$ cat src/shared/icd_consts.svh
// Behaviour
// - enable bit 0 turns preview channel on
// - enable bit 1 turns codec channel on
// - disable bit 0 requests preview channel off
// - disable bit 1 requests codec channel off
// - state register: bit0 preview, bit1 codec
// - preview image base word aligned, bits 31:2
// - codec image base word aligned, bits 31:2
// - preview descriptor address in bits 31:2
// - codec descriptor address in bits 31:2
// - preview control bit 0 enables descriptor fetch
// - preview control bit 1 enables descriptor writeback
// - preview control bit 2 suppresses done flag
// - codec bits 0,1 enable fetch and writeback
// - codec control bit 2 suppresses done flag
// - writeback sets descriptor done bit 3 in memory
// - done bit never set in register copy
// - key plus bit 0 set enables protection
// - key plus bit 0 clear disables protection
// - wrong key leaves protection unchanged
// - violation status records kinds, clears on read
// - no state change while sync in progress
// - transfer completion sets done flag, read clears
`ifndef ICD_CONSTS_SVH
`define ICD_CONSTS_SVH
`define ICD_OFS_CH_ENABLE 12'h000
`define ICD_OFS_CH_DISABLE 12'h004
`define ICD_OFS_CH_STATE 12'h008
`define ICD_OFS_P_BASE 12'h00c
`define ICD_OFS_P_CTRL 12'h010
`define ICD_OFS_PREVIEW_DESCRIPTOR_ADDRESS 12'h014
`define ICD_OFS_C_BASE 12'h018
`define ICD_OFS_C_CTRL 12'h01c
`define ICD_OFS_CODEC_DESCRIPTOR_ADDRESS 12'h020
`define ICD_OFS_PROT_CTRL 12'h024
`define ICD_OFS_PROT_STAT 12'h028
`define ICD_OFS_CAP_STAT 12'h02c
`define ICD_KEY 24'h495349
`define ICD_CTRL_FETCH 0
`define ICD_CTRL_WB 1
`define ICD_CTRL_SUPPRESS 2
`define ICD_CTRL_DONE 3
`define ICD_CAP_P_DONE 16
`define ICD_CAP_C_DONE 17
`define ICD_CAP_SIP 19
`define ICD_CAP_P_OVR 24
`define ICD_CAP_C_OVR 25
`define ICD_VS_BLOCKED 4'h1
`define ICD_VS_SWRST 4'h2
`define ICD_SYNC_CYCLES 4'h4
`define ICD_RESET_WORD 32'h0000_0000
`endif

$ cat src/shared/icd_pkg.sv
package icd_pkg;
    typedef enum logic [1:0] {
        icd_idle,
        icd_fetch,
        icd_move,
        icd_write_back
    } icd_chan_state_type;
endpackage : icd_pkg

$ cat src/rtl/icd_sync_gate.sv
`include "icd_consts.svh"
// models the capture-domain crossing: request lands after a fixed delay
module icd_sync_gate import icd_pkg::*; (
    input wire logic core_clk,
    input wire logic nrst,
    input wire logic on_req,
    input wire logic off_req,
    output logic state,
    output logic busy
);
    logic [3:0] count;
    logic target;

    always_ff @(posedge core_clk) begin
        if (!nrst) begin
            count <= 4'h0;
            target <= 1'b0;
        end else if (count != 4'h0) begin
            count <= count - 4'h1;
        end else if (on_req || off_req) begin
            // enable wins if both land together
            target <= on_req;
            count <= `ICD_SYNC_CYCLES;
        end
    end

    always_ff @(posedge core_clk) begin
        if (!nrst) begin
            state <= 1'b0;
        end else if (count == 4'h1) begin
            state <= target;
        end
    end

    assign busy = (count != 4'h0);
endmodule : icd_sync_gate

$ cat src/rtl/icd_chan.sv
`include "icd_consts.svh"
// one channel sequencer: fetch descriptor, run, write back done
module icd_chan import icd_pkg::*; (
    input wire logic core_clk,
    input wire logic nrst,
    input wire logic active,
    input wire logic [31:0] ctrl,
    input wire logic [31:0] dscr,
    input wire logic frame_done,
    output logic mem_req,
    output logic mem_write,
    output logic [31:0] mem_addr,
    output logic [31:0] mem_wdata,
    input wire logic mem_ack,
    input wire logic [31:0] mem_rdata,
    output logic finished
);
    icd_chan_state_type st;
    logic [31:0] desc_word;

    always_ff @(posedge core_clk) begin
        if (!nrst) begin
            st <= icd_idle;
            desc_word <= `ICD_RESET_WORD;
            finished <= 1'b0;
        end else begin
            finished <= 1'b0;
            case (st)
                icd_idle: begin
                    if (active) begin
                        st <= ctrl[`ICD_CTRL_FETCH] ? icd_fetch : icd_move;
                        desc_word <= ctrl;
                    end
                end
                icd_fetch: begin
                    if (mem_ack) begin
                        desc_word <= mem_rdata;
                        st <= icd_move;
                    end
                end
                icd_move: begin
                    if (frame_done) begin
                        // suppress bit is inverted sense
                        finished <= !ctrl[`ICD_CTRL_SUPPRESS];
                        st <= ctrl[`ICD_CTRL_WB] ? icd_write_back : icd_idle;
                    end
                end
                icd_write_back: begin
                    if (mem_ack) begin
                        st <= icd_idle;
                    end
                end
                default: st <= icd_idle;
            endcase
        end
    end

    always_comb begin
        mem_req = (st == icd_fetch) || (st == icd_write_back);
        mem_write = (st == icd_write_back);
        mem_addr = {dscr[31:2], 2'b00};
        mem_wdata = desc_word;
        mem_wdata[`ICD_CTRL_DONE] = 1'b1;
    end
endmodule : icd_chan

$ cat src/rtl/icd_dma_regs.sv
// Chosen here: the register addresses and the APB slave port.
`include "icd_consts.svh"
module icd_dma_regs import icd_pkg::*; (
    input wire logic core_clk,
    input wire logic nrst,
    input wire logic psel,
    input wire logic penable,
    input wire logic pwrite,
    input wire logic [11:0] paddr,
    input wire logic [31:0] pwdata,
    output logic [31:0] prdata,
    output logic pready,
    output logic pslverr,
    input wire logic preview_frame_done,
    input wire logic codec_frame_done,
    input wire logic preview_overflow,
    input wire logic codec_overflow,
    input wire logic soft_reset_event,
    output logic preview_mem_req,
    output logic preview_mem_write,
    output logic [31:0] preview_mem_addr,
    output logic [31:0] preview_mem_wdata,
    input wire logic preview_mem_ack,
    input wire logic [31:0] preview_mem_rdata,
    output logic codec_mem_req,
    output logic codec_mem_write,
    output logic [31:0] codec_mem_addr,
    output logic [31:0] codec_mem_wdata,
    input wire logic codec_mem_ack,
    input wire logic [31:0] codec_mem_rdata,
    output logic [31:0] preview_image_base_out,
    output logic [31:0] codec_image_base_out,
    output logic preview_channel_state,
    output logic codec_channel_state
);
    logic [31:0] preview_image_base;
    logic [31:0] preview_channel_control;
    logic [31:0] preview_descriptor_pointer;
    logic [31:0] codec_image_base;
    logic [31:0] codec_channel_control;
    logic [31:0] codec_descriptor_pointer;
    logic write_protect;
    logic [3:0] violation_kind;
    logic [3:0] violation_source;
    logic preview_transfer_finished;
    logic codec_transfer_finished;
    logic p_ovr_flag;
    logic c_ovr_flag;
    logic p_busy;
    logic c_busy;
    logic p_fin;
    logic c_fin;
    logic sync_in_progress;
    logic wr;
    logic rd;
    logic mapped;
    logic cfg_hit;
    logic [3:0] cfg_src;
    logic preview_channel_on;
    logic codec_channel_on;
    logic preview_channel_off;
    logic codec_channel_off;

    function automatic logic hit(input logic [11:0] a, input logic [11:0] o);
        hit = (a == o);
    endfunction : hit

    // zero-wait slave: every access completes in its first access cycle
    assign pready = 1'b1;
    assign wr = psel && penable && pwrite;
    assign rd = psel && !penable && !pwrite;

    always_comb begin
        mapped = 1'b1;
        cfg_hit = 1'b0;
        cfg_src = 4'h0;
        if (hit(paddr, `ICD_OFS_P_BASE)) begin
            cfg_hit = 1'b1;
            cfg_src = 4'h1;
        end else if (hit(paddr, `ICD_OFS_P_CTRL)) begin
            cfg_hit = 1'b1;
            cfg_src = 4'h2;
        end else if (hit(paddr, `ICD_OFS_PREVIEW_DESCRIPTOR_ADDRESS)) begin
            cfg_hit = 1'b1;
            cfg_src = 4'h3;
        end else if (hit(paddr, `ICD_OFS_C_BASE)) begin
            cfg_hit = 1'b1;
            cfg_src = 4'h4;
        end else if (hit(paddr, `ICD_OFS_C_CTRL)) begin
            cfg_hit = 1'b1;
            cfg_src = 4'h5;
        end else if (hit(paddr, `ICD_OFS_CODEC_DESCRIPTOR_ADDRESS)) begin
            cfg_hit = 1'b1;
            cfg_src = 4'h6;
        end else if (!(hit(paddr, `ICD_OFS_CH_ENABLE) || hit(paddr, `ICD_OFS_CH_DISABLE)
                || hit(paddr, `ICD_OFS_CH_STATE) || hit(paddr, `ICD_OFS_PROT_CTRL)
                || hit(paddr, `ICD_OFS_PROT_STAT) || hit(paddr, `ICD_OFS_CAP_STAT))) begin
            mapped = 1'b0;
        end
    end

    assign pslverr = psel && penable && !mapped;

    // state commands are dropped while a crossing is still running
    assign sync_in_progress = p_busy || c_busy;
    always_comb begin
        preview_channel_on = wr && hit(paddr, `ICD_OFS_CH_ENABLE) && pwdata[0]
            && !sync_in_progress;
        codec_channel_on = wr && hit(paddr, `ICD_OFS_CH_ENABLE) && pwdata[1]
            && !sync_in_progress;
        preview_channel_off = wr && hit(paddr, `ICD_OFS_CH_DISABLE) && pwdata[0]
            && !sync_in_progress;
        codec_channel_off = wr && hit(paddr, `ICD_OFS_CH_DISABLE) && pwdata[1]
            && !sync_in_progress;
    end

    always_ff @(posedge core_clk) begin
        if (!nrst) begin
            preview_image_base <= `ICD_RESET_WORD;
            preview_channel_control <= `ICD_RESET_WORD;
            preview_descriptor_pointer <= `ICD_RESET_WORD;
            codec_image_base <= `ICD_RESET_WORD;
            codec_channel_control <= `ICD_RESET_WORD;
            codec_descriptor_pointer <= `ICD_RESET_WORD;
        end else if (wr && cfg_hit && !write_protect) begin
            if (cfg_src == 4'h1) begin
                preview_image_base <= {pwdata[31:2], 2'b00};
            end else if (cfg_src == 4'h2) begin
                preview_channel_control <= {29'h0, pwdata[2:0]};
            end else if (cfg_src == 4'h3) begin
                preview_descriptor_pointer <= {pwdata[31:2], 2'b00};
            end else if (cfg_src == 4'h4) begin
                codec_image_base <= {pwdata[31:2], 2'b00};
            end else if (cfg_src == 4'h5) begin
                codec_channel_control <= {29'h0, pwdata[2:0]};
            end else begin
                codec_descriptor_pointer <= {pwdata[31:2], 2'b00};
            end
        end
    end

    always_ff @(posedge core_clk) begin
        if (!nrst) begin
            write_protect <= 1'b0;
        end else if (wr && hit(paddr, `ICD_OFS_PROT_CTRL) && pwdata[31:8] == `ICD_KEY) begin
            write_protect <= pwdata[0];
        end
    end

    // new events win over the clear of a read in the same cycle
    always_ff @(posedge core_clk) begin
        if (!nrst) begin
            violation_kind <= 4'h0;
            violation_source <= 4'h0;
        end else begin
            if (rd && hit(paddr, `ICD_OFS_PROT_STAT)) begin
                violation_kind <= 4'h0;
                violation_source <= 4'h0;
            end
            if (wr && cfg_hit && write_protect) begin
                violation_kind[0] <= 1'b1;
                violation_source <= cfg_src;
            end
            if (soft_reset_event && write_protect) begin
                violation_kind[1] <= 1'b1;
            end
        end
    end

    always_ff @(posedge core_clk) begin
        if (!nrst) begin
            preview_transfer_finished <= 1'b0;
            codec_transfer_finished <= 1'b0;
            p_ovr_flag <= 1'b0;
            c_ovr_flag <= 1'b0;
        end else begin
            if (rd && hit(paddr, `ICD_OFS_CAP_STAT)) begin
                preview_transfer_finished <= 1'b0;
                codec_transfer_finished <= 1'b0;
                p_ovr_flag <= 1'b0;
                c_ovr_flag <= 1'b0;
            end
            if (p_fin) begin
                preview_transfer_finished <= 1'b1;
            end
            if (c_fin) begin
                codec_transfer_finished <= 1'b1;
            end
            if (preview_overflow) begin
                p_ovr_flag <= 1'b1;
            end
            if (codec_overflow) begin
                c_ovr_flag <= 1'b1;
            end
        end
    end

    always_ff @(posedge core_clk) begin
        if (!nrst) begin
            prdata <= `ICD_RESET_WORD;
        end else if (psel && !penable && !pwrite) begin
            prdata <= `ICD_RESET_WORD;
            if (hit(paddr, `ICD_OFS_CH_STATE)) begin
                prdata <= {30'h0, codec_channel_state, preview_channel_state};
            end else if (hit(paddr, `ICD_OFS_P_BASE)) begin
                prdata <= preview_image_base;
            end else if (hit(paddr, `ICD_OFS_P_CTRL)) begin
                prdata <= preview_channel_control;
            end else if (hit(paddr, `ICD_OFS_PREVIEW_DESCRIPTOR_ADDRESS)) begin
                prdata <= preview_descriptor_pointer;
            end else if (hit(paddr, `ICD_OFS_C_BASE)) begin
                prdata <= codec_image_base;
            end else if (hit(paddr, `ICD_OFS_C_CTRL)) begin
                prdata <= codec_channel_control;
            end else if (hit(paddr, `ICD_OFS_CODEC_DESCRIPTOR_ADDRESS)) begin
                prdata <= codec_descriptor_pointer;
            end else if (hit(paddr, `ICD_OFS_PROT_CTRL)) begin
                prdata <= {31'h0, write_protect};
            end else if (hit(paddr, `ICD_OFS_PROT_STAT)) begin
                prdata <= {8'h0, 12'h0, violation_source, 4'h0, violation_kind};
            end else if (hit(paddr, `ICD_OFS_CAP_STAT)) begin
                prdata <= {6'h0, c_ovr_flag, p_ovr_flag, 4'h0, sync_in_progress, 1'b0,
                    codec_transfer_finished, preview_transfer_finished, 16'h0};
            end
        end
    end

    icd_sync_gate u_p_sync (
        .core_clk(core_clk),
        .nrst(nrst),
        .on_req(preview_channel_on),
        .off_req(preview_channel_off),
        .state(preview_channel_state),
        .busy(p_busy)
    );

    icd_sync_gate u_c_sync (
        .core_clk(core_clk),
        .nrst(nrst),
        .on_req(codec_channel_on),
        .off_req(codec_channel_off),
        .state(codec_channel_state),
        .busy(c_busy)
    );

    icd_chan u_p_chan (
        .core_clk(core_clk),
        .nrst(nrst),
        .active(preview_channel_state),
        .ctrl(preview_channel_control),
        .dscr(preview_descriptor_pointer),
        .frame_done(preview_frame_done),
        .mem_req(preview_mem_req),
        .mem_write(preview_mem_write),
        .mem_addr(preview_mem_addr),
        .mem_wdata(preview_mem_wdata),
        .mem_ack(preview_mem_ack),
        .mem_rdata(preview_mem_rdata),
        .finished(p_fin)
    );

    icd_chan u_c_chan (
        .core_clk(core_clk),
        .nrst(nrst),
        .active(codec_channel_state),
        .ctrl(codec_channel_control),
        .dscr(codec_descriptor_pointer),
        .frame_done(codec_frame_done),
        .mem_req(codec_mem_req),
        .mem_write(codec_mem_write),
        .mem_addr(codec_mem_addr),
        .mem_wdata(codec_mem_wdata),
        .mem_ack(codec_mem_ack),
        .mem_rdata(codec_mem_rdata),
        .finished(c_fin)
    );

    assign preview_image_base_out = preview_image_base;
    assign codec_image_base_out = codec_image_base;
endmodule : icd_dma_regs

$ cat config.mk
export PLATFORM = sky130hd
export DESIGN_NAME = icd_dma_regs
export DESIGN_NICKNAME = d
export VERILOG_FILES = /design/src/shared/icd_pkg.sv /design/src/rtl/icd_sync_gate.sv /design/src/rtl/icd_chan.sv /design/src/rtl/icd_dma_regs.sv
export VERILOG_INCLUDE_DIRS = /design/src /design/src/shared
export SDC_FILE = /design/constraint.sdc
export NUM_CORES = 1
export LEC_CHECK = 0
export ABC_AREA = 1
export BUFFER_PORTS_ARGS = -buffer_cell sky130_fd_sc_hd__buf_2
export CAP_MARGIN = 0
export CORE_UTILIZATION = 55
export CTS_CLUSTER_DIAMETER = 60
export DETAILED_ROUTE_END_ITERATION = 7
export PLACE_DENSITY = 0.88
export SLEW_MARGIN = 15
export SYNTH_ARGS = -nofsm -noshare
export SYNTH_HDL_FRONTEND = slang
export SYNTH_SLANG_ARGS = --single-unit
export TNS_END_PERCENT = 100
$ cat constraint.sdc
create_clock -name core_clk -period 4.5 [get_ports core_clk]
set_input_delay 0.9 -clock core_clk [delete_from_list [all_inputs] [get_ports core_clk]]
set_output_delay 0.9 -clock core_clk [all_outputs]
set_load 0.03 [all_outputs]
; ---- After elaboration in Yosys (flattened, before gate mapping)
; Cells that the tools add are included.
[op_classes]
n_addsub = 2
n_reduce_logical = 69
eq_ne = 33
n_bitwise = 7
n_mux = 63
[ops]
columns = cell, n
row1 = $mux 32, 11
row2 = $pmux 32 s2, 2
row3 = $mux 26, 3
row4 = $eq 12x5->1 const B, 4
row5 = $eq 12x6->1 const B, 4
row6 = $mux 2, 13
row7 = $eq 12x4->1 const B, 2
row8 = $eq 24x23->1 const B, 1
row9 = $mux 4, 6
row10 = $logic_and 1x1->1, 23
row11 = $mux 1, 20
row12 = $reduce_bool 2->1, 10
row13 = $mux 3, 6
row14 = $pmux 2 s4, 2
row15 = $reduce_and 3->1, 5
row16 = $eq 12x3->1 const B, 1
row17 = $eq 4x1->1 const B, 3
row18 = $logic_not 12->1, 1
row19 = $ne 2x2->1 const B, 6
row20 = $reduce_and 4->1, 3
row21 = $reduce_and 6->1, 2
row22 = $logic_or 1x1->1, 10
row23 = $eq 2x2->1 const B, 4
row24 = $eq 4x2->1 const B, 2
row25 = other kinds (10), 30
[totals]
inputBits = 120
regBits = 251

; ---- Longest topological paths before layout
; Gate-level depths: netlist (run 1).
[logic_depth]
depth_word = 15
depth_mapped = 15
depth_no_buf = 14

; ---- Hierarchy
; Synthesis (run 1) repeated with hierarchy kept, for this count alone.
[hier_totals]
hier_cells = 1954
hier_area_um2 = 12544.5
[by_module_without_submodules]
columns = mod, area_each_um2, instances, cells_each
row1 = icd_dma_regs, 7855.0, 1, 1160
row2 = icd_chan, 2078.2, 2, 364
row3 = icd_sync_gate, 266.5, 2, 33

; ---- Worst setup path before layout (run 1)
; No wires, ideal clock.
[synth_path]
path_type = input -> output
from = input port paddr[9]
to = output port pslverr
required_ps = 3600
slack_ps = 1093
n_path_buf = 0
cell_stages = 8
arrival_ps = 2507
cell_sequence = nor2_1 > nand2_2 > inv_2 > nand3_2 > nand2_1 > nor2_2 > nand2_2 > nor4_1
[synth_between]
elab_chain_len = 15
elab_cells_between_ends = 26
[synth_rtl]
columns = item, line
row1 = "start, declared", icd_dma_regs.sv:9  ; input wire logic [11:0] paddr,
row2 = $eq 12x3->1 / $logic_not 12->1 (equally long branches), icd_dma_regs.sv:65  ; hit = (a == o);
row3 = $logic_or 1x1->1 (5 in series), icd_dma_regs.sv:95  ; end else if (!(hit(paddr, `ICD_OFS_CH_ENABLE) || hit(paddr, `ICD_OFS_CH_DISABLE)
row4 = $mux 1, icd_dma_regs.sv:95
row5 = $mux 1, icd_dma_regs.sv:92  ; end else if (hit(paddr, `ICD_OFS_CODEC_DESCRIPTOR_ADDRESS)) begin
row6 = $mux 1, icd_dma_regs.sv:89  ; end else if (hit(paddr, `ICD_OFS_C_CTRL)) begin
row7 = $mux 1, icd_dma_regs.sv:86  ; end else if (hit(paddr, `ICD_OFS_C_BASE)) begin
row8 = $mux 1, icd_dma_regs.sv:83  ; end else if (hit(paddr, `ICD_OFS_PREVIEW_DESCRIPTOR_ADDRESS)) begin
row9 = $mux 1, icd_dma_regs.sv:80  ; end else if (hit(paddr, `ICD_OFS_P_CTRL)) begin
row10 = $mux 1 (*), icd_dma_regs.sv:77  ; if (hit(paddr, `ICD_OFS_P_BASE)) begin
row11 = $logic_not 1->1 (*), icd_dma_regs.sv:102  ; assign pslverr = psel && penable && !mapped;
row12 = $logic_and 1x1->1 (*), icd_dma_regs.sv:102
row13 = "end, declared", icd_dma_regs.sv:13  ; output logic pslverr,
; Every way passes the cells marked *; elsewhere a longest branch is shown, timed or not.

; ---- Worst setup path after layout (run 1)
; Same ends and word-level chain as after synthesis.

==> results of run 1 <==
-- worst reg2reg max path, cell delays in order, from the launching register on --
cell,delay [ns]
dfxtp_1,0.37
inv_1,0.11
nor2_2,0.09
buf_4,0.32
nand2_1,0.09
nand2_1,0.07
buf_4,0.31
inv_2,0.29
nand2_1,0.16
a21oi_1,0.07
-- cell usage after synthesis, drive strengths merged --
master and count:
a311oi 2, nor2 207, nand3 58, nand2 493, nand3b 2, o21ai 71, dfxtp 248, conb 2
or2 2, o22ai 2, clkbuf 53, o211ai 10, xor2 2, a21oi 141, clkinv 3, a31oi 7
inv 121, a21boi 1, nor3 43, o2111ai 22, nor4 3, a211oi 2, buf 41, nand4 4
-- kinds of logic after synthesis --
kind of cell              after synthesis
DFF                                   248
xor gates and xnor gates                2
other                                   2
buffers and inverters                 218
and+or+nand+nor                       812
AOI/OAI and AO/OA                     258
-- per-layer routing --
| layer | global-route usage [%] | up-vias | routed length [µm] |
|---|---|---|---|
| met5 | 0 | - | 0 |
| met4 | 13.9 | 0 | 1250 |
| met2 | 58.3 | 655 | 16600 |
| met3 | 8.36 | 98 | 3740 |
| li1 | - | 5492 | - |
| met1 | 43.1 | 5219 | 13900 |
-- stage by stage --
stage | cells | setup slack (ns)
3_3_place_gp | 2072 | 0.815
5_1_grt | 2120 | 0.589
2_1_floorplan | 1549 | 1.09
4_1_cts | 2120 | 0.789
3_5_place_dp | 2072 | 0.810
6_report | 2120 | 0.680
-- sequential cells by signal, indices dropped and copies added (netlist names), 2 cells and up --
name                        flops
preview_channel_control         3
violation_kind                  2
preview_descriptor_pointer     30
u_c_chan.st                     2
prdata                         32
u_p_sync.count                  4
codec_channel_control           3
codec_descriptor_pointer       30
u_p_chan.st                     2
codec_image_base_out           30
preview_image_base_out         30
violation_source                3
u_c_chan.desc_word             31
u_c_sync.count                  4
u_p_chan.desc_word             31
-- path summary, 6_finish.rpt --
path                          startpoint                endpoint  slack (ns)  cells after the start
setup / recovery                paddr[9]                 pslverr        0.68                     10
hold / removal    u_p_chan.desc_word[25]  u_p_chan.desc_word[25]        0.46                      2
setup reg to reg          u_c_chan.st[0]  u_c_chan.desc_word[31]        2.50                      9
hold reg to reg   u_p_chan.desc_word[25]  u_p_chan.desc_word[25]        0.46                      2
-- where the power goes --
| part | internal, mW | total [mW] | switching, mW | leakage, nW |
|---|---|---|---|---|
| Clock | 1.34 | 2.22 | 0.879 | 0.433 |
| Sequential | 2.28 | 2.34 | 0.0569 | 2.00 |
| Combinational | 0.212 | 0.829 | 0.617 | 3.91 |
-- area by class of cell --
cell class	instances	area, µm²
clock buffer	39	761
fill	1539	5560
tap	260	325
multi-input combinational	1083	4790
inverter	124	468
clock inverter	9	126
timing repair buffer	357	1840
sequential	248	4960
==> flow_metrics.env, run 1 <==
export IMPL_setup_tns_ns=0
export IMPL_clk_latency_ns=0.53
export IMPL_power_density_mw_per_mm2=406
export IMPL_ys_warn_count=0
export IMPL_start_kind="input pin"
export IMPL_most_common_layout_cells="nand2_1, buf_2, dfxtp_1"
export IMPL_final_util_pct=70.5
export IMPL_wl_um=35500
export IMPL_rows=50
export IMPL_synth_fa_ha_area_share_pct=0
export IMPL_crit_slowest_cell="nor4_1"
export IMPL_whs_ns=0.456
export IMPL_crit_arrival_ns=2.92
export IMPL_critical_path_cell_chain="buf_2 -> nor2_1 -> nand2_2 -> nor2_2 -> nand2_1 -> nand2_1 -> nor2_2 -> nand2_2 -> nor4_1 -> buf_2"
export IMPL_cts_resized=0
export IMPL_dpl_hpwl_um=24300
export IMPL_drtIter0Drc=1026
export IMPL_die_w_um=141
export IMPL_syn_inst=1540
export IMPL_critPathMaxStageDelay_ns=0.50
export IMPL_num_vias=11500
export IMPL_final_min_clock_period_ns=3.82
export IMPL_placed_area_mm2=0.0124
export IMPL_die_area_mm2=0.0199
export IMPL_n_antenna_cell=0
export IMPL_grt_start_max_net_pins=72
export IMPL_synthTopCellsByArea="dfxtp_1, nand2_1, nor2_1, a21oi_1, inv_1"
export IMPL_synth_top_family_by_area="simple AND/OR/NAND/NOR gates"
export IMPL_final_setup_skew_ns=0.0126
export IMPL_cts_sinks=248
export IMPL_cp_end_kind="output pin"
export IMPL_layout_commonest_cell="nand2_1"
export IMPL_worstMarginPinSlew_ns=0.851
export IMPL_total_power_mw=5.39
export IMPL_cts_max_path_buffers=3
export IMPL_synth_top_area_share_pct=46.8
export IMPL_tritoncts="done"
export IMPL_crit_buf_inv=2
export IMPL_synth_simple_gate_area_share_pct=31.0
export IMPL_synth_cell_type_count=36
export IMPL_cts_htree_levels=1
export IMPL_synth_area_mm2=0.0106
export IMPL_setup_violations_final=0
export IMPL_crit_type="input pin to output pin"
export IMPL_ir_worst_vdd_mv=0.282
export IMPL_area_growth_syn_to_layout_pct=25.0
export IMPL_post_drt_via_cell_ratio=5.41
export IMPL_status="complete, no violations"
export IMPL_grt_usage_pct=34.8
export IMPL_synth_top_cell_by_area="dfxtp_1"
export IMPL_crit_fanout=11
export IMPL_synth_compound_area_share_pct=13.4
export IMPL_synth_xor_area_share_pct=0.165
export IMPL_worstHoldPathType="register to register"
export IMPL_hold_violations=0
export IMPL_finalCritPeriodShare_pct=84.9
export IMPL_relSlewSlack_pct=43.0
export IMPL_clkTransAtPathRegs_ns=0.06
export IMPL_maxCapViolCount=0
export IMPL_grt_overflow=0
export IMPL_cp_top_family="simple AND/OR/NAND/NOR gates"
export IMPL_postCtsSetupBuffers=0
export IMPL_final_nets=1960
export IMPL_io_pins=352
export IMPL_hold_buffers=0
export IMPL_initial_core_util_pct=56.4
export IMPL_core_area_mm2=0.0188
export IMPL_drt_wirelength_per_cell_um=16.8
export IMPL_grt_first_pass_wirelength_um=54700
export IMPL_leakage_nw=6.35
export IMPL_fp_dieH_um=141
export IMPL_fmax_ghz=0.262
export IMPL_ys_seq_elements=248
export IMPL_layout_drive_gt1_share_pct=22.8
export IMPL_required_ns=3.60
export IMPL_synth_mux_area_share_pct=0
export IMPL_grt_pass1_vias=10400
export IMPL_fin_area_mm2=0.0133
export IMPL_synth_avg_cell_area_um2=6.89
export IMPL_clockRootBuffer="clkbuf_16"
export IMPL_numCtsBuffers=26
export IMPL_first_pass_iters=6
export IMPL_drc_errors=0
export IMPL_numPortBuffers=338
export IMPL_slew_viol_final=0
export IMPL_antenna_found_initial=0
export IMPL_ys_seq_area_share_pct=46.8
export IMPL_antenna_left=0
export IMPL_rsz0062_at_grt="no"
export IMPL_gp_congestion=0.928
(Power assumes the default switching activity.)
==> inputs of run 2 (changes only) <==
--- a/config.mk
+++ b/config.mk
@@ -6,13 +6,13 @@
 export SDC_FILE = /design/constraint.sdc
 export NUM_CORES = 1
 export LEC_CHECK = 0
-export ABC_AREA = 1
+export ABC_AREA = 0
 export BUFFER_PORTS_ARGS = -buffer_cell sky130_fd_sc_hd__buf_2
 export CAP_MARGIN = 0
-export CORE_UTILIZATION = 55
+export CORE_UTILIZATION = 47
 export CTS_CLUSTER_DIAMETER = 60
 export DETAILED_ROUTE_END_ITERATION = 7
-export PLACE_DENSITY = 0.88
+export PLACE_DENSITY = 0.79
 export SLEW_MARGIN = 15
 export SYNTH_ARGS = -nofsm -noshare
 export SYNTH_HDL_FRONTEND = slang
==> constraint.sdc (replaced) <==
create_clock -name core_clk -period 3.5 [get_ports core_clk]
set_input_delay 0.7 -clock core_clk [delete_from_list [all_inputs] [get_ports core_clk]]
set_output_delay 0.7 -clock core_clk [all_outputs]
set_load 0.03 [all_outputs]
==> run 2 against run 1 <==
Non-clock buffer count is 8 higher. Count of clock-buffer cells in the layout increased by 5. Clock power grew 28%. Largest power group is now the clock network.
==> flow_metrics.env, run 2 <==
export IMPL_status="complete, no violations"
export IMPL_grt_first_pass_wirelength_um=55700
export IMPL_wl_um=37200
export IMPL_multi_input_area_mm2=0.00564
export IMPL_largest_register_ffs=32
export IMPL_post_drt_via_cell_ratio=5.77
export IMPL_rows=56
export IMPL_drt_wirelength_per_cell_um=19.3
export IMPL_first_pass_iters=5
export IMPL_synth_cell_type_count=65
export IMPL_fp_dieH_um=157
export IMPL_setup_tns_ns=0
export IMPL_hold_violations=0
export IMPL_cp_end_kind="output pin"
export IMPL_critical_path_startpoint="paddr[4]"
export IMPL_synth_top_area_share_pct=44.2
export IMPL_ir_worst_vdd_mv=0.334
export IMPL_drc_errors=0
export IMPL_postCtsSetupBuffers=0
export IMPL_synth_avg_cell_area_um2=8.59
export IMPL_crit_arrival_ns=2.24
export IMPL_grt_overflow=0
export IMPL_cts_max_path_buffers=3
export IMPL_core_area_mm2=0.0235
export IMPL_finalCritPeriodShare_pct=83.9
export IMPL_drtIter0Drc=1121
export IMPL_relSlewSlack_pct=22.4
export IMPL_die_w_um=157
export IMPL_setup_violations_final=0
export IMPL_r2r_cells=6
export IMPL_cpMostUsedCell="buf_2"
export IMPL_area_growth_syn_to_layout_pct=23.7
export IMPL_critPathMaxStageDelay_ns=0.70
export IMPL_final_util_pct=59.1
export IMPL_postSynth_asyncResetShare_pct=0
export IMPL_die_area_mm2=0.0245
export IMPL_gp_congestion=0.927
export IMPL_syn_inst=1307
export IMPL_crit_slowest_cell="or4_1"
export IMPL_start_kind="input pin"
export IMPL_antenna_found_initial=4
export IMPL_num_vias=11100
export IMPL_cts_resized=0
export IMPL_synth_area_mm2=0.0112
export IMPL_numCtsBuffers=28
export IMPL_final_setup_skew_ns=0.0100
export IMPL_most_common_layout_cells="buf_2, nand2_1, dfxtp_1"
export IMPL_synth_top_flop_cell="dfxtp_1"
export IMPL_crit_type="input pin to output pin"
export IMPL_yosysMostFrequentCell="nand2_1"
export IMPL_clockRootBuffer="clkbuf_16"
export IMPL_synth_fa_ha_area_share_pct=0
export IMPL_io_pins=352
export IMPL_hold_buffers=0
export IMPL_clk_latency_ns=0.54
export IMPL_cts_sinks=248
export IMPL_final_min_clock_period_ns=2.94
export IMPL_r2r_start="u_p_chan.st[0]"
export IMPL_synth_edff_count=0
export IMPL_synth_simple_gate_area_share_pct=21.1
export IMPL_dpl_hpwl_um=25000
export IMPL_layout_drive_gt1_share_pct=29.2
export IMPL_grt_pass1_vias=10100
export IMPL_crit_fanout=12
export IMPL_antenna_left=0
export IMPL_timing_rr_end="u_p_chan.desc_word[19]"
export IMPL_grt_start_max_net_pins=110
export IMPL_worstHoldEndpoint="p_ovr_flag"
export IMPL_synth_top_family_by_area="compound AO/OA/AOI/OAI gates"
export IMPL_whs_path_depth=3
export IMPL_synthTopCellsByArea="dfxtp_1, nand2_1, a21boi_1, a22oi_1, a21boi_0"
export IMPL_leakage_nw=5.42
export IMPL_crit_buf_inv=2
export IMPL_fmax_ghz=0.341
export IMPL_ys_seq_area_share_pct=44.2
export IMPL_slew_viol_final=0
export IMPL_worstHoldPathType="input pin to register"
export IMPL_top_regs="prdata (32), u_c_chan.desc_word (31), u_p_chan.desc_word (31)"
export IMPL_regArea_mm2=0.00496
export IMPL_worstMarginPinSlew_ns=1.16
export IMPL_synth_top_cell_by_area="dfxtp_1"
export IMPL_numPortBuffers=338
export IMPL_grt_usage_pct=29.1
export IMPL_tritoncts="done"
export IMPL_r2r_setup_slack_ns=1.32
export IMPL_layout_commonest_cell="buf_2"
export IMPL_ys_seq_elements=248
export IMPL_required_ns=2.80
export IMPL_power_density_mw_per_mm2=432
export IMPL_critical_path_cell_chain="buf_2 -> or4_1 -> nor2_1 -> o21ai_0 -> o2111a_1 -> buf_2"
export IMPL_synth_xor_area_share_pct=0
export IMPL_synth_compound_area_share_pct=27.0
export IMPL_worstHoldStart="preview_overflow"
export IMPL_maxCapViolCount=0
export IMPL_ys_warn_count=0
export IMPL_synth_common_cells="nand2_1, dfxtp_1, clkbuf_1"
export IMPL_synth_mux_area_share_pct=1.47
export IMPL_fillCellCount=2088
export IMPL_rsz0062_at_grt="no"
export IMPL_regMostFlops="prdata"
export IMPL_final_nets=1711
export IMPL_clkTransAtPathRegs_ns=0.06
export IMPL_cp_top_family="simple AND/OR/NAND/NOR gates"
export IMPL_cts_htree_levels=1
export IMPL_initial_core_util_pct=47.8
[run 2: changes by cell type in the layout (fill, tap and decap cells not counted), sizes merged, moves of 63 or more]
cell,previous run,this run
a21boi,1,160
a21oi,141,64
a22oi,0,63
inv,122,8
nand2,493,314
nor2,207,21
[run 2: logic make-up after synthesis]
family | after synthesis
buf+inv | 127
simple gates | 494
other cells | 2
flops | 248
compound gates | 420
mux | 16
[run 2: per-layer routing]
layer	global-route usage, %	vias up	wire length (µm)
li1	-	5153	-
met1	35.5	5263	14600
met2	48.5	596	17300
met3	7.48	126	3730
met4	12.1	6	1640
met5	0	-	34
[run 2: metrics by stage]
step / std cells / power, mW / setup WS [ns] / cell area (µm²) / hold slack [ns]
after floorplan: 1316 / 3.06 / 0.841 / 11300 / 0.434
after global placement: 1880 / 3.20 / 0.573 / 13000 / 0.443
after detailed placement: 1880 / 3.20 / 0.514 / 13000 / 0.450
after CTS: 1930 / 6.03 / 0.594 / 13900 / 0.379
after global routing: 1931 / 6.17 / 0.452 / 13900 / 0.392
final: 1932 / 5.99 / 0.564 / 13900 / 0.396
[run 2: worst max-delay path by stage]
stage	endpoint	slack [ns]	cells after the start
floorplan	pslverr	0.84	5
global placement	preview_descriptor_pointer[18]	0.57	6
detailed placement	codec_image_base_out[31]	0.51	6
CTS	pslverr	0.59	6
global route	pslverr	0.45	6
finish	pslverr	0.56	6
[run 2: layout make-up]
| type | instances | area share, % |
|---|---|---|
| Timing Repair Buffer | 365 | 13.9 |
| Tap cell | 319 | 2.88 |
| Antenna cell | 2 | 0.0361 |
| Multi-Input combinational cell | 941 | 40.7 |
| Clock inverter | 6 | 0.307 |
| Inverter | 7 | 0.189 |
| Clock buffer | 44 | 6.21 |
| Sequential cell | 248 | 35.8 |
[run 2: report_power, final]
part / internal, mW / total (mW) / switching (mW)
Clock: 1.69 / 2.85 / 1.16
Sequential: 2.83 / 2.83 / 0.00223
Combinational: 0.118 / 0.316 / 0.198
[run 2: worst min-delay path: stages]
cell,delay [ns]
buf_2,0.08
a21oi_1,0.03
nor2b_1,0.09
==> inputs of run 3 (changes only) <==
--- a/config.mk
+++ b/config.mk
@@ -6,10 +6,10 @@
 export SDC_FILE = /design/constraint.sdc
 export NUM_CORES = 1
 export LEC_CHECK = 0
-export ABC_AREA = 0
+export ABC_AREA = 1
 export BUFFER_PORTS_ARGS = -buffer_cell sky130_fd_sc_hd__buf_2
 export CAP_MARGIN = 0
-export CORE_UTILIZATION = 47
+export CORE_UTILIZATION = 46
 export CTS_CLUSTER_DIAMETER = 60
 export DETAILED_ROUTE_END_ITERATION = 7
 export PLACE_DENSITY = 0.79
==> constraint.sdc (replaced) <==
create_clock -name core_clk -period 2.7 [get_ports core_clk]
set_input_delay 0.54 -clock core_clk [delete_from_list [all_inputs] [get_ports core_clk]]
set_output_delay 0.54 -clock core_clk [all_outputs]
set_load 0.03 [all_outputs]
==> run 3 against run 2 <==
Global-route usage increased by 0.50 points. Sequential share of layout area increased by 0.96 points. Clock skew increased by 0.0097 ns. Sequential cell count unchanged. Routed wire length decreased by 3.7%. Design area decreased by 2.6%. Clock power increased by 31%. Combinational power increased to 4.4 times the previous value. Power increased by 51%. Critical path type unchanged. Critical endpoint unchanged. Highest routed layer unchanged.
==> flow_metrics.env, run 3 (synthesis results as in run 1) <==
export IMPL_worstMarginPinSlew_ns=0.863
export IMPL_final_nets=1979
export IMPL_antenna_found_initial=3
export IMPL_postCtsSetupBuffers=0
export IMPL_layout_commonest_cell="nand2_1"
export IMPL_setup_tns_ns=0
export IMPL_crit_buf_inv=2
export IMPL_hold_violations=0
export IMPL_instances_no_fill=2164
export IMPL_grt_first_pass_wirelength_um=55900
export IMPL_critPathMaxStageDelay_ns=0.34
export IMPL_cts_htree_levels=1
export IMPL_crit_type="input pin to output pin"
export IMPL_final_util_pct=59.7
export IMPL_die_w_um=154
export IMPL_fmax_ghz=0.387
export IMPL_worstHoldPathType="input pin to register"
export IMPL_most_common_layout_cells="nand2_1, buf_2, dfxtp_1"
export IMPL_cp_end_kind="output pin"
export IMPL_r2r_start="u_p_chan.st[0]"
export IMPL_top_regs="prdata (32), u_c_chan.desc_word (31), u_p_chan.desc_word (31)"
export IMPL_leakage_nw=6.45
export IMPL_cp_top_family="simple AND/OR/NAND/NOR gates"
export IMPL_slew_viol_final=0
export IMPL_io_pins=352
export IMPL_final_min_clock_period_ns=2.58
export IMPL_post_drt_via_cell_ratio=5.28
export IMPL_numCtsBuffers=28
export IMPL_regMostFlops="prdata"
export IMPL_grt_pass1_vias=10700
export IMPL_status="complete, no violations"
export IMPL_fp_dieH_um=154
export IMPL_critical_path_startpoint="paddr[9]"
export IMPL_cts_sinks=248
export IMPL_clkTransAtPathRegs_ns=0.06
export IMPL_clk_latency_ns=0.55
export IMPL_ir_worst_vdd_mv=0.426
export IMPL_antenna_left=0
export IMPL_grt_start_max_net_pins=109
export IMPL_first_pass_iters=5
export IMPL_placedCellCount=2114
export IMPL_clockRootBuffer="clkbuf_16"
export IMPL_wl_um=35900
export IMPL_required_ns=2.16
export IMPL_timing_rr_end="u_p_chan.desc_word[11]"
export IMPL_hold_buffers=0
export IMPL_final_setup_skew_ns=0.0197
export IMPL_start_kind="input pin"
export IMPL_numPortBuffers=338
export IMPL_drt_wirelength_per_cell_um=16.6
export IMPL_crit_slowest_cell="nor2_1"
export IMPL_num_vias=11400
export IMPL_dpl_hpwl_um=24800
export IMPL_grt_usage_pct=29.6
export IMPL_worst_slack_ns=0.119
export IMPL_core_area_mm2=0.0226
export IMPL_r2r_setup_slack_ns=0.77
export IMPL_cp_endpoint="pslverr"
export IMPL_setup_violations_final=0
export IMPL_multi_input_area_mm2=0.00480
export IMPL_area_growth_syn_to_layout_pct=27.3
export IMPL_crit_fanout=8
export IMPL_crit_arrival_ns=2.04
export IMPL_drtIter0Drc=918
export IMPL_maxCapViolCount=0
export IMPL_cts_max_path_buffers=3
export IMPL_initial_core_util_pct=46.9
export IMPL_die_area_mm2=0.0237
export IMPL_gp_congestion=0.916
export IMPL_dp_slack_ns=0.0303
export IMPL_cpMostUsedCell="buf_2"
export IMPL_drc_errors=0
export IMPL_r2r_cells=6
export IMPL_regArea_mm2=0.00496
export IMPL_grt_overflow=0
export IMPL_critical_path_cell_chain="buf_2 -> nor2_1 -> nand2_2 -> nor2_2 -> nand2_1 -> nand4_1 -> nor4_1 -> buf_2"
export IMPL_cp_depth=8
export IMPL_largest_register_ffs=32
export IMPL_finalCritPeriodShare_pct=95.6
export IMPL_rows=55
export IMPL_relSlewSlack_pct=42.2
export IMPL_layout_drive_gt1_share_pct=23.5
export IMPL_rsz0062_at_grt="no"
export IMPL_fillCellCount=2095
export IMPL_power_density_mw_per_mm2=668
export IMPL_tritoncts="done"
[run 3: cell types whose count changed in the layout (fill, tap and decap cells not counted), sizes merged, moves of 63 or more]
cell	previous run	this run
a21boi	160	1
a21oi	64	141
a22oi	63	0
inv	8	123
nand2	314	493
nor2	21	207
[run 3: area by class of cell]
type / count / area share, %
sequential: 248 / 36.7
multi-input combinational: 1083 / 35.5
tap: 285 / 2.64
clock buffer: 43 / 5.97
antenna: 2 / 0.0370
clock inverter: 5 / 0.666
inverter: 124 / 3.46
timing repair buffer: 374 / 15.0
[run 3: stage by stage]
step	total power, mW	hold slack (ns)	instance area (µm²)
3_3_place_gp	5.34	0.442	12600
5_1_grt	9.36	0.221	13500
6_report	9.03	0.215	13500
3_5_place_dp	5.37	0.450	12600
4_1_cts	9.06	0.211	13500
2_1_floorplan	4.93	0.413	10600
[run 3: worst min-delay path: stages]
cell	delay, ns
buf_2	0.08
a21oi_1	0.03
nor2_1	0.07
[run 3: where the power goes]
group	internal [mW]	switching, mW	total, mW
Clock	2.23	1.49	3.72
Sequential	3.81	0.0961	3.91
Combinational	0.360	1.04	1.40
[run 3: worst min-delay path by stage]
stage,slack [ns],endpoint,depth (start not counted),start
6_report,0.21,c_ovr_flag,3,codec_overflow
3_5_place_dp,0.45,preview_transfer_finished,2,u_p_chan.finished
4_1_cts,0.21,c_ovr_flag,3,codec_overflow
5_1_grt,0.22,c_ovr_flag,3,codec_overflow
2_1_floorplan,0.41,codec_transfer_finished,2,u_c_chan.finished
3_3_place_gp,0.44,u_p_sync.count[3],2,u_p_sync.count[3]
[run 3: per-layer routing]
| layer | global-route usage (%) | routed length, µm |
|---|---|---|
| met1 | 35.2 | 14000 |
| met2 | 49.7 | 16700 |
| met3 | 8.12 | 3690 |
| met4 | 13.2 | 1420 |
| met5 | 0 | 13 |
[run 3: timing repair]
item                                   in CTS  in global routing
endpoints found under the hold margin       0                  0
setup endpoints to repair                   0                  1
gates resized for setup                     0                  2
